[src/arsr_map.svh]
// Offsets-free constant map for the serial result readout block
`ifndef ARSR_MAP_SVH
`define ARSR_MAP_SVH

// Output word layout
`define ARSR_WORD_LEN 32
`define ARSR_BIT_PENDING 31
`define ARSR_BIT_FILLER 30
`define ARSR_BIT_POLARITY 29
`define ARSR_SAMPLE_BITS 30
`define ARSR_LAST_FALL 6'h1F

// Clamp codes in two's complement sub-LSB units
`define ARSR_POS_CLAMP 30'h1000_0000
`define ARSR_NEG_CLAMP 30'h2FFF_FFFF

// Serial input programming
`define ARSR_CFG_BITS 4'hD
`define ARSR_PREFIX_UPDATE 3'h5
`define ARSR_CHANNEL_RST 5'h00
`define ARSR_SPEED_RST 5'h00

// Internal serial clock timing
`define ARSR_CLK_NS 50
`define ARSR_SCK_HALF_NS 200
`define ARSR_SCK_HALF_CYC ((`ARSR_SCK_HALF_NS + `ARSR_CLK_NS - 1) / `ARSR_CLK_NS)

`endif

[src/arsr_pkg.sv]
// Types shared by the serial result readout block
package arsr_pkg;
  typedef enum logic [1:0] {
    st_convert = 2'h0,
    st_sleep = 2'h1,
    st_output = 2'h3
  } arsr_state_t;
endpackage

[src/arsr_readout.sv]
// Serial result readout: formatting, shift-out, status and serial programming
// Function
// Each result leaves as exactly one 32-bit serial word.
// Word is three status bits, 24 result bits MSB first, five sub-LSB bits.
// Bit 31 is pending flag: high while converting, low when done.
// Bit 30 is a filler bit, always low.
// Bit 29 high for zero or positive input, low for negative.
// Bits 29 and 28 both high is over-range, both low under-range.
// Bits 28 down to 5 carry the 24-bit result, bit 5 its LSB.
// Bits 4 down to 0 carry extra resolution below 24 bits.
// Chip select high: output released and serial clock ignored.
// Chip select low: output shows pending flag, falls when conversion ends.
// Host takes bit 31 on first rise; bit 30 on first fall onward.
// Bit 0 goes out on the 31st fall, sampled on 32nd rise.
// The 32nd fall drives output high and starts a new conversion.
// Over-range clamps to full scale plus one LSB, under-range to minus one.
// Offset coding: zero is polarity high, rest zero; minus one LSB all ones.
// Link polls status in conversion and sleep, reads and programs in output.
// Chip select rising during output aborts and starts a new conversion.
// Output changes on falling edges; host samples on rising edges.
// Host shifts prefix 101 to update settings; 000 or 100 keeps them.
// Clock source select low takes host clock, high drives own clock.
// Word latched at conversion end, held until shifted out or aborted.
`include "arsr_map.svh"
`timescale 1ns/100ps
`default_nettype none
module arsr_readout (
  // Clock and reset
  input wire logic ref_clk,
  input wire logic reset_n,
  // Serial link pins
  input wire logic cs_n,
  input wire logic sdi,
  input wire logic sck_in,
  output logic sck_out,
  output logic sck_oe,
  output logic sdo_out,
  output logic sdo_oe,
  // Clock source pin
  input wire logic clock_source_select,
  // Converter core side
  output logic conv_start,
  input wire logic res_valid,
  output logic res_ready,
  input wire logic [`ARSR_SAMPLE_BITS-1:0] res_sample,
  // Settings for the next conversion
  output logic [4:0] cfg_channel,
  output logic [4:0] cfg_speed,
  output logic cfg_update
);
  localparam logic [2:0] SCK_HALF = 3'(`ARSR_SCK_HALF_CYC);

  arsr_pkg::arsr_state_t state;
  arsr_pkg::arsr_state_t next_state;
  logic [3:0] pins_sync;
  logic cs_s;
  logic sck_s;
  logic sel_s;
  logic sdi_s;
  logic cs_d;
  logic sck_d;
  logic [2:0] div_cnt;
  logic sck_gen;
  logic [31:0] shreg;
  logic [5:0] fall_cnt;
  logic [12:0] cfg_shift;
  logic [3:0] in_cnt;
  logic first_start;
  logic buf_valid;
  logic [`ARSR_SAMPLE_BITS-1:0] buf_sample;
  logic [1:0] sync_warm;

  // Pin synchronisers
  arsr_sync2 #(
    .WIDTH(4)
  ) u_sync (
    .ref_clk(ref_clk),
    .reset_n(reset_n),
    .async_in({clock_source_select, sdi, sck_in, cs_n}),
    .sync_out(pins_sync)
  );

  assign cs_s = pins_sync[0] || !sync_warm[1];
  assign sck_s = pins_sync[1];
  assign sdi_s = pins_sync[2];
  assign sel_s = pins_sync[3];

  // Deselected until both sync stages hold real pin levels
  always_ff @(posedge ref_clk or negedge reset_n) begin
    if (!reset_n) begin
      sync_warm <= 2'h0;
    end else begin
      sync_warm <= {sync_warm[0], 1'b1};
    end
  end

  // Result buffer; drained only while converting
  wire buf_ready = (state == arsr_pkg::st_convert);

  arsr_pair_buf #(
    .WIDTH(`ARSR_SAMPLE_BITS)
  ) u_buf (
    .ref_clk(ref_clk),
    .reset_n(reset_n),
    .in_valid(res_valid),
    .in_ready(res_ready),
    .in_data(res_sample),
    .out_valid(buf_valid),
    .out_ready(buf_ready),
    .out_data(buf_sample)
  );

  // Result formatting with clamping and offset coding
  wire over = $signed(buf_sample) > $signed(`ARSR_POS_CLAMP);
  wire under = $signed(buf_sample) < $signed(`ARSR_NEG_CLAMP);
  wire [29:0] clamped = over ? `ARSR_POS_CLAMP : (under ? `ARSR_NEG_CLAMP : buf_sample);
  wire [31:0] word_fmt = {1'b0, 1'b0, ~clamped[29], clamped[28:0]};
  wire load = buf_valid && buf_ready;

  // Serial clock events from host pin or own divider
  wire int_run = sel_s && !cs_s && (state != arsr_pkg::st_convert);
  wire int_tick = int_run && (div_cnt == SCK_HALF - 3'h1);
  wire ext_rise = sck_s && !sck_d;
  wire ext_fall = !sck_s && sck_d;
  wire rise = !cs_s && (sel_s ? (int_tick && !sck_gen) : ext_rise);
  wire fall = !cs_s && (sel_s ? (int_tick && sck_gen) : ext_fall);
  wire cs_rise = cs_s && !cs_d;
  wire in_output = (state == arsr_pkg::st_output);
  wire last_fall = in_output && fall && (fall_cnt == `ARSR_LAST_FALL);
  wire abort = in_output && cs_rise;
  wire leave_output = last_fall || abort;
  wire take_sdi = rise && (in_output || state == arsr_pkg::st_sleep) && (in_cnt < `ARSR_CFG_BITS);
  wire cfg_hit = (in_cnt == `ARSR_CFG_BITS) && (cfg_shift[12:10] == `ARSR_PREFIX_UPDATE);

  always_comb begin
    next_state = state;
    unique case (state)
      arsr_pkg::st_convert: begin
        if (load) begin
          next_state = arsr_pkg::st_sleep;
        end
      end
      arsr_pkg::st_sleep: begin
        if (rise) begin
          next_state = arsr_pkg::st_output;
        end
      end
      arsr_pkg::st_output: begin
        if (leave_output) begin
          next_state = arsr_pkg::st_convert;
        end
      end
      default: begin
        next_state = arsr_pkg::st_convert;
      end
    endcase
  end

  always_ff @(posedge ref_clk or negedge reset_n) begin
    if (!reset_n) begin
      state <= arsr_pkg::st_convert;
      cs_d <= 1'b1;
      sck_d <= 1'b0;
    end else begin
      state <= next_state;
      cs_d <= cs_s;
      sck_d <= sck_s;
    end
  end

  // Own serial clock divider
  always_ff @(posedge ref_clk or negedge reset_n) begin
    if (!reset_n) begin
      div_cnt <= 3'h0;
      sck_gen <= 1'b0;
    end else if (!int_run) begin
      div_cnt <= 3'h0;
      sck_gen <= 1'b0;
    end else if (int_tick) begin
      div_cnt <= 3'h0;
      sck_gen <= ~sck_gen;
    end else begin
      div_cnt <= div_cnt + 3'h1;
    end
  end

  // Output shift register and bit counter
  always_ff @(posedge ref_clk or negedge reset_n) begin
    if (!reset_n) begin
      shreg <= 32'hFFFF_FFFF;
      fall_cnt <= 6'h00;
    end else if (load) begin
      shreg <= word_fmt;
      fall_cnt <= 6'h00;
    end else if (in_output && fall) begin
      shreg <= {shreg[30:0], 1'b1};
      fall_cnt <= fall_cnt + 6'h01;
    end
  end

  // Serial output pin; pending flag outside the output state
  always_ff @(posedge ref_clk or negedge reset_n) begin
    if (!reset_n) begin
      sdo_out <= 1'b1;
      sdo_oe <= 1'b0;
    end else begin
      sdo_out <= in_output ? shreg[`ARSR_BIT_PENDING] : (state == arsr_pkg::st_convert);
      sdo_oe <= !cs_s;
    end
  end

  assign sck_out = sck_gen;
  assign sck_oe = sel_s;

  // Conversion start, including the one after reset
  always_ff @(posedge ref_clk or negedge reset_n) begin
    if (!reset_n) begin
      first_start <= 1'b1;
      conv_start <= 1'b0;
    end else begin
      first_start <= 1'b0;
      conv_start <= first_start || leave_output;
    end
  end

  // Serial input capture and settings update
  always_ff @(posedge ref_clk or negedge reset_n) begin
    if (!reset_n) begin
      cfg_shift <= 13'h0000;
      in_cnt <= 4'h0;
      cfg_channel <= `ARSR_CHANNEL_RST;
      cfg_speed <= `ARSR_SPEED_RST;
      cfg_update <= 1'b0;
    end else begin
      cfg_update <= 1'b0;
      if (state == arsr_pkg::st_convert) begin
        in_cnt <= 4'h0;
      end else if (take_sdi) begin
        cfg_shift <= {cfg_shift[11:0], sdi_s};
        in_cnt <= in_cnt + 4'h1;
      end
      if (leave_output && cfg_hit) begin
        cfg_channel <= cfg_shift[9:5];
        cfg_update <= 1'b1;
        if (cfg_shift[4:0] != 5'h00) begin
          cfg_speed <= cfg_shift[4:0];
        end
      end
    end
  end

  // Checks
  wire shreg_second = shreg[30];

  AST_OE_RELEASED: assert property (@(posedge ref_clk) disable iff (!reset_n)
    cs_s |=> !sdo_oe)
    else $error("serial output driven with chip select high");
  AST_IGNORE_SCK: assert property (@(posedge ref_clk) disable iff (!reset_n)
    (cs_s && state == arsr_pkg::st_sleep) |=> state == arsr_pkg::st_sleep)
    else $error("serial clock acted on with chip select high");
  AST_EOC_FALLS: assert property (@(posedge ref_clk) disable iff (!reset_n)
    (load && !cs_s) |-> ##2 (!sdo_out || !$past(cs_s, 1) && cs_s))
    else $error("pending flag did not fall after conversion end");
  AST_PENDING_HIGH: assert property (@(posedge ref_clk) disable iff (!reset_n)
    (state == arsr_pkg::st_convert) [*2] |-> sdo_out)
    else $error("pending flag low during conversion");
  AST_FILLER_LOW: assert property (@(posedge ref_clk) disable iff (!reset_n)
    (in_output && fall && fall_cnt == 6'h00) |-> ##2 (!sdo_out || !in_output))
    else $error("filler bit not low");
  AST_WORD_LEN: assert property (@(posedge ref_clk) disable iff (!reset_n)
    (in_output && fall && fall_cnt == 6'h1F) |=> state == arsr_pkg::st_convert ##1 sdo_out)
    else $error("word did not end with output high after 32 falls");
  AST_ABORT: assert property (@(posedge ref_clk) disable iff (!reset_n)
    (in_output && cs_rise) |=> (state == arsr_pkg::st_convert && conv_start))
    else $error("abort did not start a conversion");
  AST_START_PULSE: assert property (@(posedge ref_clk) disable iff (!reset_n)
    conv_start |=> !conv_start)
    else $error("conversion start longer than one cycle");
  AST_CLAMP_HI: assert property (@(posedge ref_clk) disable iff (!reset_n)
    (buf_valid && over) |-> word_fmt[29:0] == 30'h3000_0000)
    else $error("over-range not clamped");
  AST_CLAMP_LO: assert property (@(posedge ref_clk) disable iff (!reset_n)
    (buf_valid && under) |-> word_fmt[29:0] == 30'h0FFF_FFFF)
    else $error("under-range not clamped");
  AST_ZERO_CODE: assert property (@(posedge ref_clk) disable iff (!reset_n)
    (buf_valid && buf_sample == 30'h0000_0000) |-> word_fmt == 32'h2000_0000)
    else $error("zero input code wrong");
  AST_WORD_HELD: assert property (@(posedge ref_clk) disable iff (!reset_n)
    (state == arsr_pkg::st_sleep && $past(state) == arsr_pkg::st_sleep) |-> $stable(shreg))
    else $error("latched word changed in sleep");
  AST_OWN_CLOCK: assert property (@(posedge ref_clk) disable iff (!reset_n)
    (!sel_s) |-> ##1 !sck_gen)
    else $error("own serial clock toggles in host clock mode");
  AST_BIT_ORDER: assert property (@(posedge ref_clk) disable iff (!reset_n)
    (in_output && fall && !cs_rise && fall_cnt != 6'h1F) |-> ##2 (sdo_out == $past(shreg_second, 2)))
    else $error("serial output did not show the next word bit after a fall");
  AST_CFG_KEEP: assert property (@(posedge ref_clk) disable iff (!reset_n)
    (leave_output && !cfg_hit) |=> ($stable(cfg_channel) && $stable(cfg_speed)))
    else $error("settings changed without update prefix");
  AST_OE_DRIVEN: assert property (@(posedge ref_clk) disable iff (!reset_n)
    (!cs_s) |=> sdo_oe)
    else $error("serial output released with chip select low");

  COV_FULL_READ: cover property (@(posedge ref_clk) disable iff (!reset_n)
    last_fall && !sel_s);
  COV_INT_READ: cover property (@(posedge ref_clk) disable iff (!reset_n)
    last_fall && sel_s);
  COV_ABORT: cover property (@(posedge ref_clk) disable iff (!reset_n)
    abort);
  COV_UPDATE: cover property (@(posedge ref_clk) disable iff (!reset_n)
    cfg_update);
  COV_OVER_RANGE: cover property (@(posedge ref_clk) disable iff (!reset_n)
    load && over);
endmodule
`default_nettype wire

[src/arsr_sync2.sv]
// Two-flop synchroniser for asynchronous pin inputs
`timescale 1ns/100ps
`default_nettype none
module arsr_sync2 #(
  parameter int WIDTH = 4
) (
  // Clock and reset
  input wire logic ref_clk,
  input wire logic reset_n,
  // Pins in, synchronised out
  input wire logic [WIDTH-1:0] async_in,
  output logic [WIDTH-1:0] sync_out
);
  logic [WIDTH-1:0] stage1;

  always_ff @(posedge ref_clk or negedge reset_n) begin
    if (!reset_n) begin
      stage1 <= '0;
      sync_out <= '0;
    end else begin
      stage1 <= async_in;
      sync_out <= stage1;
    end
  end
endmodule
`default_nettype wire

[src/arsr_pair_buf.sv]
// Two-entry result buffer with valid and ready on both sides
`timescale 1ns/100ps
`default_nettype none
module arsr_pair_buf #(
  parameter int WIDTH = 30
) (
  // Clock and reset
  input wire logic ref_clk,
  input wire logic reset_n,
  // Fill side
  input wire logic in_valid,
  output logic in_ready,
  input wire logic [WIDTH-1:0] in_data,
  // Drain side
  output logic out_valid,
  input wire logic out_ready,
  output logic [WIDTH-1:0] out_data
);
  logic [WIDTH-1:0] mem [0:1];
  logic wr_ptr;
  logic rd_ptr;
  logic [1:0] count;
  wire push = in_valid && in_ready;
  wire pop = out_valid && out_ready;

  assign in_ready = (count != 2'h2);
  assign out_valid = (count != 2'h0);
  assign out_data = mem[rd_ptr];

  always_ff @(posedge ref_clk or negedge reset_n) begin
    if (!reset_n) begin
      wr_ptr <= 1'b0;
      rd_ptr <= 1'b0;
      count <= 2'h0;
    end else begin
      if (push) begin
        wr_ptr <= ~wr_ptr;
      end
      if (pop) begin
        rd_ptr <= ~rd_ptr;
      end
      count <= count + {1'b0, push} - {1'b0, pop};
    end
  end

  always_ff @(posedge ref_clk) begin
    if (push) begin
      mem[wr_ptr] <= in_data;
    end
  end
endmodule
`default_nettype wire

[config.mk]
export PLATFORM = sky130hd
export DESIGN_NAME = arsr_readout
export DESIGN_NICKNAME = d
export VERILOG_FILES = /design/src/arsr_pkg.sv /design/src/arsr_readout.sv /design/src/arsr_sync2.sv /design/src/arsr_pair_buf.sv
export VERILOG_INCLUDE_DIRS = /design/src
export SDC_FILE = /design/constraint.sdc
export NUM_CORES = 1
export LEC_CHECK = 0
export BUFFER_PORTS_ARGS = -buffer_cell sky130_fd_sc_hd__buf_4
export CAP_MARGIN = 15
export CORE_AREA = 2 2 116 118
export DETAILED_ROUTE_END_ITERATION = 10
export DIE_AREA = 0 0 118 120
export PLACE_DENSITY = 0.68
export SLEW_MARGIN = 20
export SYNTH_ARGS = -nofsm -noshare
export SYNTH_HDL_FRONTEND = slang
export SYNTH_SLANG_ARGS = --single-unit
export TNS_END_PERCENT = 100
[constraint.sdc]
create_clock -name ref_clk -period 3.7 [get_ports ref_clk]
set_input_delay 0.185 -clock ref_clk [delete_from_list [all_inputs] [get_ports ref_clk]]
set_output_delay 0.185 -clock ref_clk [all_outputs]
set_load 0.01 [all_outputs]
Word-level counts from Yosys, hierarchy flattened
Memories as Yosys holds them, arrays and structs flattened.
Index checks and enable logic that the tools add are counted.
{"block": "classes", "n_addsub": 5, "multipliers": 0, "div": 0, "n_eq_ne": 11, "shift": 0, "n_reduce_logical": 38, "n_mux": 22, "magnitude_cmp": 3, "bitwise": 5}
{"op": "32-bit 2-to-1 mux", "n": 2}
{"op": "30-bit 2-to-1 mux", "n": 2}
{"op": "30-bit greater-than comparator (second input constant)", "n": 1}
{"op": "30-bit less-than comparator (second input constant)", "n": 1}
{"op": "1-bit logical AND", "n": 19}
{"op": "6-bit 2-to-1 mux", "n": 2}
{"op": "1-bit 2-to-1 mux", "n": 8}
{"op": "4-bit 2-to-1 mux", "n": 2}
{"op": "2-bit nonzero test", "n": 4}
{"op": "6-bit by 1-bit adder with 6-bit output (second input constant)", "n": 1}
{"op": "6-bit by 5-bit equality test with 1-bit output (second input constant)", "n": 1}
{"op": "1-bit logical NOT", "n": 6}
{"op": "2-bit 2-to-1 mux", "n": 3}
{"op": "3-bit 2-to-1 mux", "n": 2}
{"op": "2-bit inequality test (second input constant)", "n": 3}
{"op": "2-bit case mux with 3 select lines", "n": 1}
{"op": "1-bit NOT", "n": 5}
{"op": "5-bit nonzero test", "n": 1}
{"op": "4-bit by 1-bit adder with 4-bit output (second input constant)", "n": 1}
{"op": "4-bit equality test (second input constant)", "n": 1}
{"op": "1-bit logical OR", "n": 4}
{"op": "4-bit less-than comparator (second input constant)", "n": 1}
{"op": "2-bit by 1-bit inequality test with 1-bit output (second input constant)", "n": 2}
{"op": "2-bit AND reduction", "n": 2}
{"op": "9 further kinds", "n": 9}
{"block": "word_totals", "memories": 1, "ff_bits": 92, "input_bits": 37, "wordCells": 107, "ramBits": 60, "romBits": 0, "latchBits": 0}
{"memory": "u_buf.mem", "words": 2, "width": 30, "read_ports": 1, "rd_clocked_by_memory_dff": 0, "wr": 1, "line": "arsr_pair_buf.sv:19", "source": "logic [WIDTH-1:0] mem [0:1];"}

Depth between registers and ports, before layout
{"block": "logic_depth", "word_depth": 14, "mapped_depth": 10, "depth_no_buf": 9}

Cells and area by module
A second synthesis with hierarchy kept.
{"block": "hier_totals", "cells_unflattened": 437, "hier_area_um2": 6233.5}
{"module": "arsr_readout", "area_each_um2": 3672.3, "cells_per_inst": 319, "seq_area_each_um2": 2045.7, "n_inst": 1}
{"module": "arsr_pair_buf", "area_each_um2": 2361.0, "cells_per_inst": 110, "seq_area_each_um2": 1901.8, "n_inst": 1}
{"module": "arsr_sync2", "area_each_um2": 200.2, "cells_per_inst": 8, "seq_area_each_um2": 200.2, "n_inst": 1}

Worst setup path before layout
Ideal clock, no wire load.
{"block": "synth_path", "kind": "register to register", "start": "register u_buf.rd_ptr", "end": "register shreg[18]", "synth_period_minus_slack_ns": 2.395, "t_required_ns": 3.600, "path_slack_ns": 1.305, "arrival_time_ns": 2.295, "stages_incl_launch_ff": 11, "n_path_buf": 3, "cell_sequence": "dfrtp_1 buf_2 buf_2 nor2b_1 a32oi_1 nor4_1 a41oi_1 ha_1 nor2_1 clkbuf_1 a221oi_1"}
{"block": "synth_via", "elab_chain_len": 5, "word_cells_on_any_way": 6, "classes_between": "order compare: 2; mux: 3; memory: 1"}
{"item": "start: declaration", "line": "arsr_pair_buf.sv:21", "source": "logic rd_ptr;"}
{"item": "start signal: assignment", "line": "arsr_pair_buf.sv:40", "source": "rd_ptr <= ~rd_ptr;"}
{"item": "memory read 2 x 30 bit *"}
{"item": "30-bit less-than comparator", "line": "arsr_readout.sv:115", "source": "wire under = $signed(buf_sample) < $signed(`ARSR_NEG_CLAMP);"}
{"item": "30-bit 2-to-1 mux", "line": "arsr_readout.sv:116", "source": "wire [29:0] clamped = over ? `ARSR_POS_CLAMP : (under ? `ARSR_NEG_CLAMP : buf_sample);"}
{"item": "30-bit 2-to-1 mux *", "line": "arsr_readout.sv:116"}
{"item": "32-bit 2-to-1 mux *", "line": "arsr_readout.sv:192", "source": "end else if (load) begin"}
{"item": "end signal: assignment", "line": "arsr_readout.sv:193", "source": "shreg <= word_fmt;"}
{"item": "end signal: assignment", "line": "arsr_readout.sv:196", "source": "shreg <= {shreg[30:0], 1'b1};"}
{"item": "end: declaration", "line": "arsr_readout.sv:64", "source": "logic [31:0] shreg;"}
Mark *: on every way between the ends. The rest lies on a longest branch, timed or not.
A chain may end at the register's enable or synchronous reset.

Worst setup path after layout
{"block": "layout_path", "start": "register u_buf.rd_ptr", "end": "register shreg[25]"}
Same word-level chain as after synthesis.

==> metrics.md <==
| Metric | Value |
|---|---|
| Register bit count reported by yosys | 152 |
| Final ANT Viol Nets | 0 |
| Antenna Cells | 0 |
| Core Util, Final | 60.6% |
| Post-DP HPWL | 8660 um |
| CTS tree | built |
| Static leakage | 3.15 nW |
| CTS max path bufs | 2 |
| Post-CTS setup buffers | 0 |
| Htree depth | 4 |
| Req. time, crit path | 4.04 ns |
| Final worst-path cycle share | 73.6% |
| Highest clock rate | 0.367 GHz |
| Peak VDD IR | 0.336 mV |
| Arr. time, crit path | 3.06 ns |
| Max-slew headroom | 47.7% |
| Final hold slack | 0.117 ns |
| RD Place Congestion | 0.940 |
| PwrDens | 670 mW/mm^2 |
| Critical path class | register to register |
| Post-synth cell types | 51 |
| Row count | 42 |
| Drt pass-1 iters | 6 |
| IO Port Bufs | 53 |
| Fillers | 999 |
| Synth area leader | edfxtp_1 |
| Num ports | 54 |
| Vias per inst | 5.51 |
| Pins Over Slew Limit | 0 |
| Synthesized area per cell | 13.4 sq um |
| Register area share after synthesis | 65.0% |
| Setup crit start kind | register |
| Least-Margin Pin Slew | 0.782 ns |
| Synth area leaders | edfxtp_1 28%, dfrtp_1 22%, dfstp_2 14% |
| Fin nets | 616 |
| Hold-fix buffers at CTS | 35 |
| Clock-pin slew on the worst setup and hold paths | 0.06 ns |
| Post-Syn Area | 0.00638 sq mm |
| Via count | 4188 |
| Core box area | 0.0130 sq mm |
| Synth top cells by count | 60 x edfxtp_1, 57 x dfrtp_1, 46 x nand2_1 |
| Syn Nets | 522 |
| Number of synthesized flops with an enable pin | 60 |
| Final wirelength | 12900 um |
| Largest net degree at the start of global routing | 66 |
| Most frequent cell after synthesis | edfxtp_1 |
| Register area | 0.00415 sq mm |
| Flop2flop setup slack | 0.98 ns |
| Synthesis warning total | 0 |
| CTS root buffer | clkbuf_16 |
| Final setup viols | 0 |
| Die area | 0.0142 sq mm |
| Finished Cell Area | 0.00787 sq mm |
| Initial DRC Count | 273 |
| Setup repair after global routing missed its margin | no |
| Top-area cell type share of the netlist area | 28.3% |
| Grt total ovfl | 0 |
| Die outline height | 120 um |
| Synth async-reset ratio | 60.5% |
| Setup ws final | 0.975 ns |
| Crit end category | register |
| Remaining DRCs | 0 |
| First-pass GRT wire length | 21000 um |
| Initial antenna violation count | 0 |
| Fin Clk Skew | 0.00803 ns |
| Min Tclk post-route | 2.72 ns |
| Die W | 118 um |
| Multi-input combinational cell area | 0.00207 sq mm |
| Setup TNS | 0 ns |
| Layout area overhead | 23.3% |
| Post-synth top flop | edfxtp_1 |
| Max-Cap Viols | 0 |
| Worst skew pair latency | 0.42 ns |
| Post-Syn Instances | 477 |
| Final Hold Viols | 0 |
| Share of layout cells above drive strength 1 | 27.2% |
| Hold crit path type | input port to register |
| Wire per inst | 17.0 um |
| Initial cell density of the core | 49.1% |
| Clock sinks | 152 |
| All-Layer GR Usage | 19.3% |
| PostCTS Resize Cnt | 0 |
| Pre-CTS setup slack | 1.01 ns |
| Status | finished clean |
| Dpl cell area | 0.00695 sq mm |
| Max Fanout on Critical Path | 23 |
| CTS Buf Count | 17 |
| Vias in the first global route | 4247 |
[cell families after synthesis]
group           after synthesis  synth area share (%)
compound gates               78                  8.99
xor+xnor                     11                  1.51
fa+ha+maj                     8                  1.57
buf+inv                      32                  2.49
flops                       152                  65.0
mux                          52                  8.83
other cells                   2                 0.118
simple gates                142                  11.5
[sequential cells by signal, summed over array words and instances, names as in the netlist, 4 cells and up]
register / flops
cfg_channel: 5
cfg_shift: 13
cfg_speed: 5
fall_cnt: 6
in_cnt: 4
shreg: 32
u_buf.mem: 60
u_sync.stage1: 4
u_sync.sync_out: 4
[layer usage]
| layer | track usage [%] | wire, um |
|---|---|---|
| met1 | 25.0 | 5900 |
| met2 | 29.7 | 5910 |
| met3 | 4.80 | 635 |
| met4 | 11.1 | 498 |
| met5 | 0 | 0 |
[area by class of cell]
type | count | share of cell area (%)
clock inverters | 11 | 1.59
clock buffers | 21 | 5.60
well taps | 176 | 2.80
multi-input cells | 293 | 26.4
inverters | 10 | 0.477
flip-flops and latches | 152 | 52.8
repair buffers | 97 | 10.4
[cell usage in the layout (no fill, tap or decap), types with 8 or more instances in the layout]
master	synthesis	routed
dfstp_2	35	35
nor2_1	23	22
ha_1	8	8
buf_4	3	61
edfxtp_1	60	60
dfrtp_1	57	56
nand2_1	46	46
inv_1	9	9
mux2i_1	30	30
nand4_1	18	18
nor4_1	17	17
o21ai_0	32	32
clkbuf_16	0	17
a221oi_1	25	25
mux2_2	18	18
dlygate4sd3_1	0	35
[per-stage QoR]
step	cells	power [mW]
finish	760	5.27
global route	760	5.53
floorplan	477	3.27
CTS	760	5.30
global placement	692	3.57
detailed placement	693	3.60
[worst paths after layout]
check / from / to / depth (start not counted)
max: u_buf.rd_ptr / shreg[25] / 9
min: res_valid / u_buf.wr_ptr / 3
max reg2reg: u_buf.rd_ptr / shreg[25] / 9
min reg2reg: sync_warm[0] / sync_warm[1] / 0
max in group asynchronous: reset_n / shreg[23] / 3
min in group asynchronous: reset_n / cfg_shift[8] / 2
[critical path, cell delays in order (launching register included)]
cell	delay [ns]
dfrtp_2	0.72
buf_4	0.38
nor2b_1	0.10
nand4_1	0.09
o21ai_0	0.09
a41oi_1	0.25
ha_1	0.29
or3_1	0.41
a211oi_1	0.23
nor4_1	0.09
[report_power, final]
group,total (mW),internal (mW),switching (mW)
combinational,0.991,0.462,0.528
sequential,2.63,2.31,0.324
clock,1.65,0.992,0.656
total,5.27,3.76,1.51
Power figures use the tool's default switching activity.
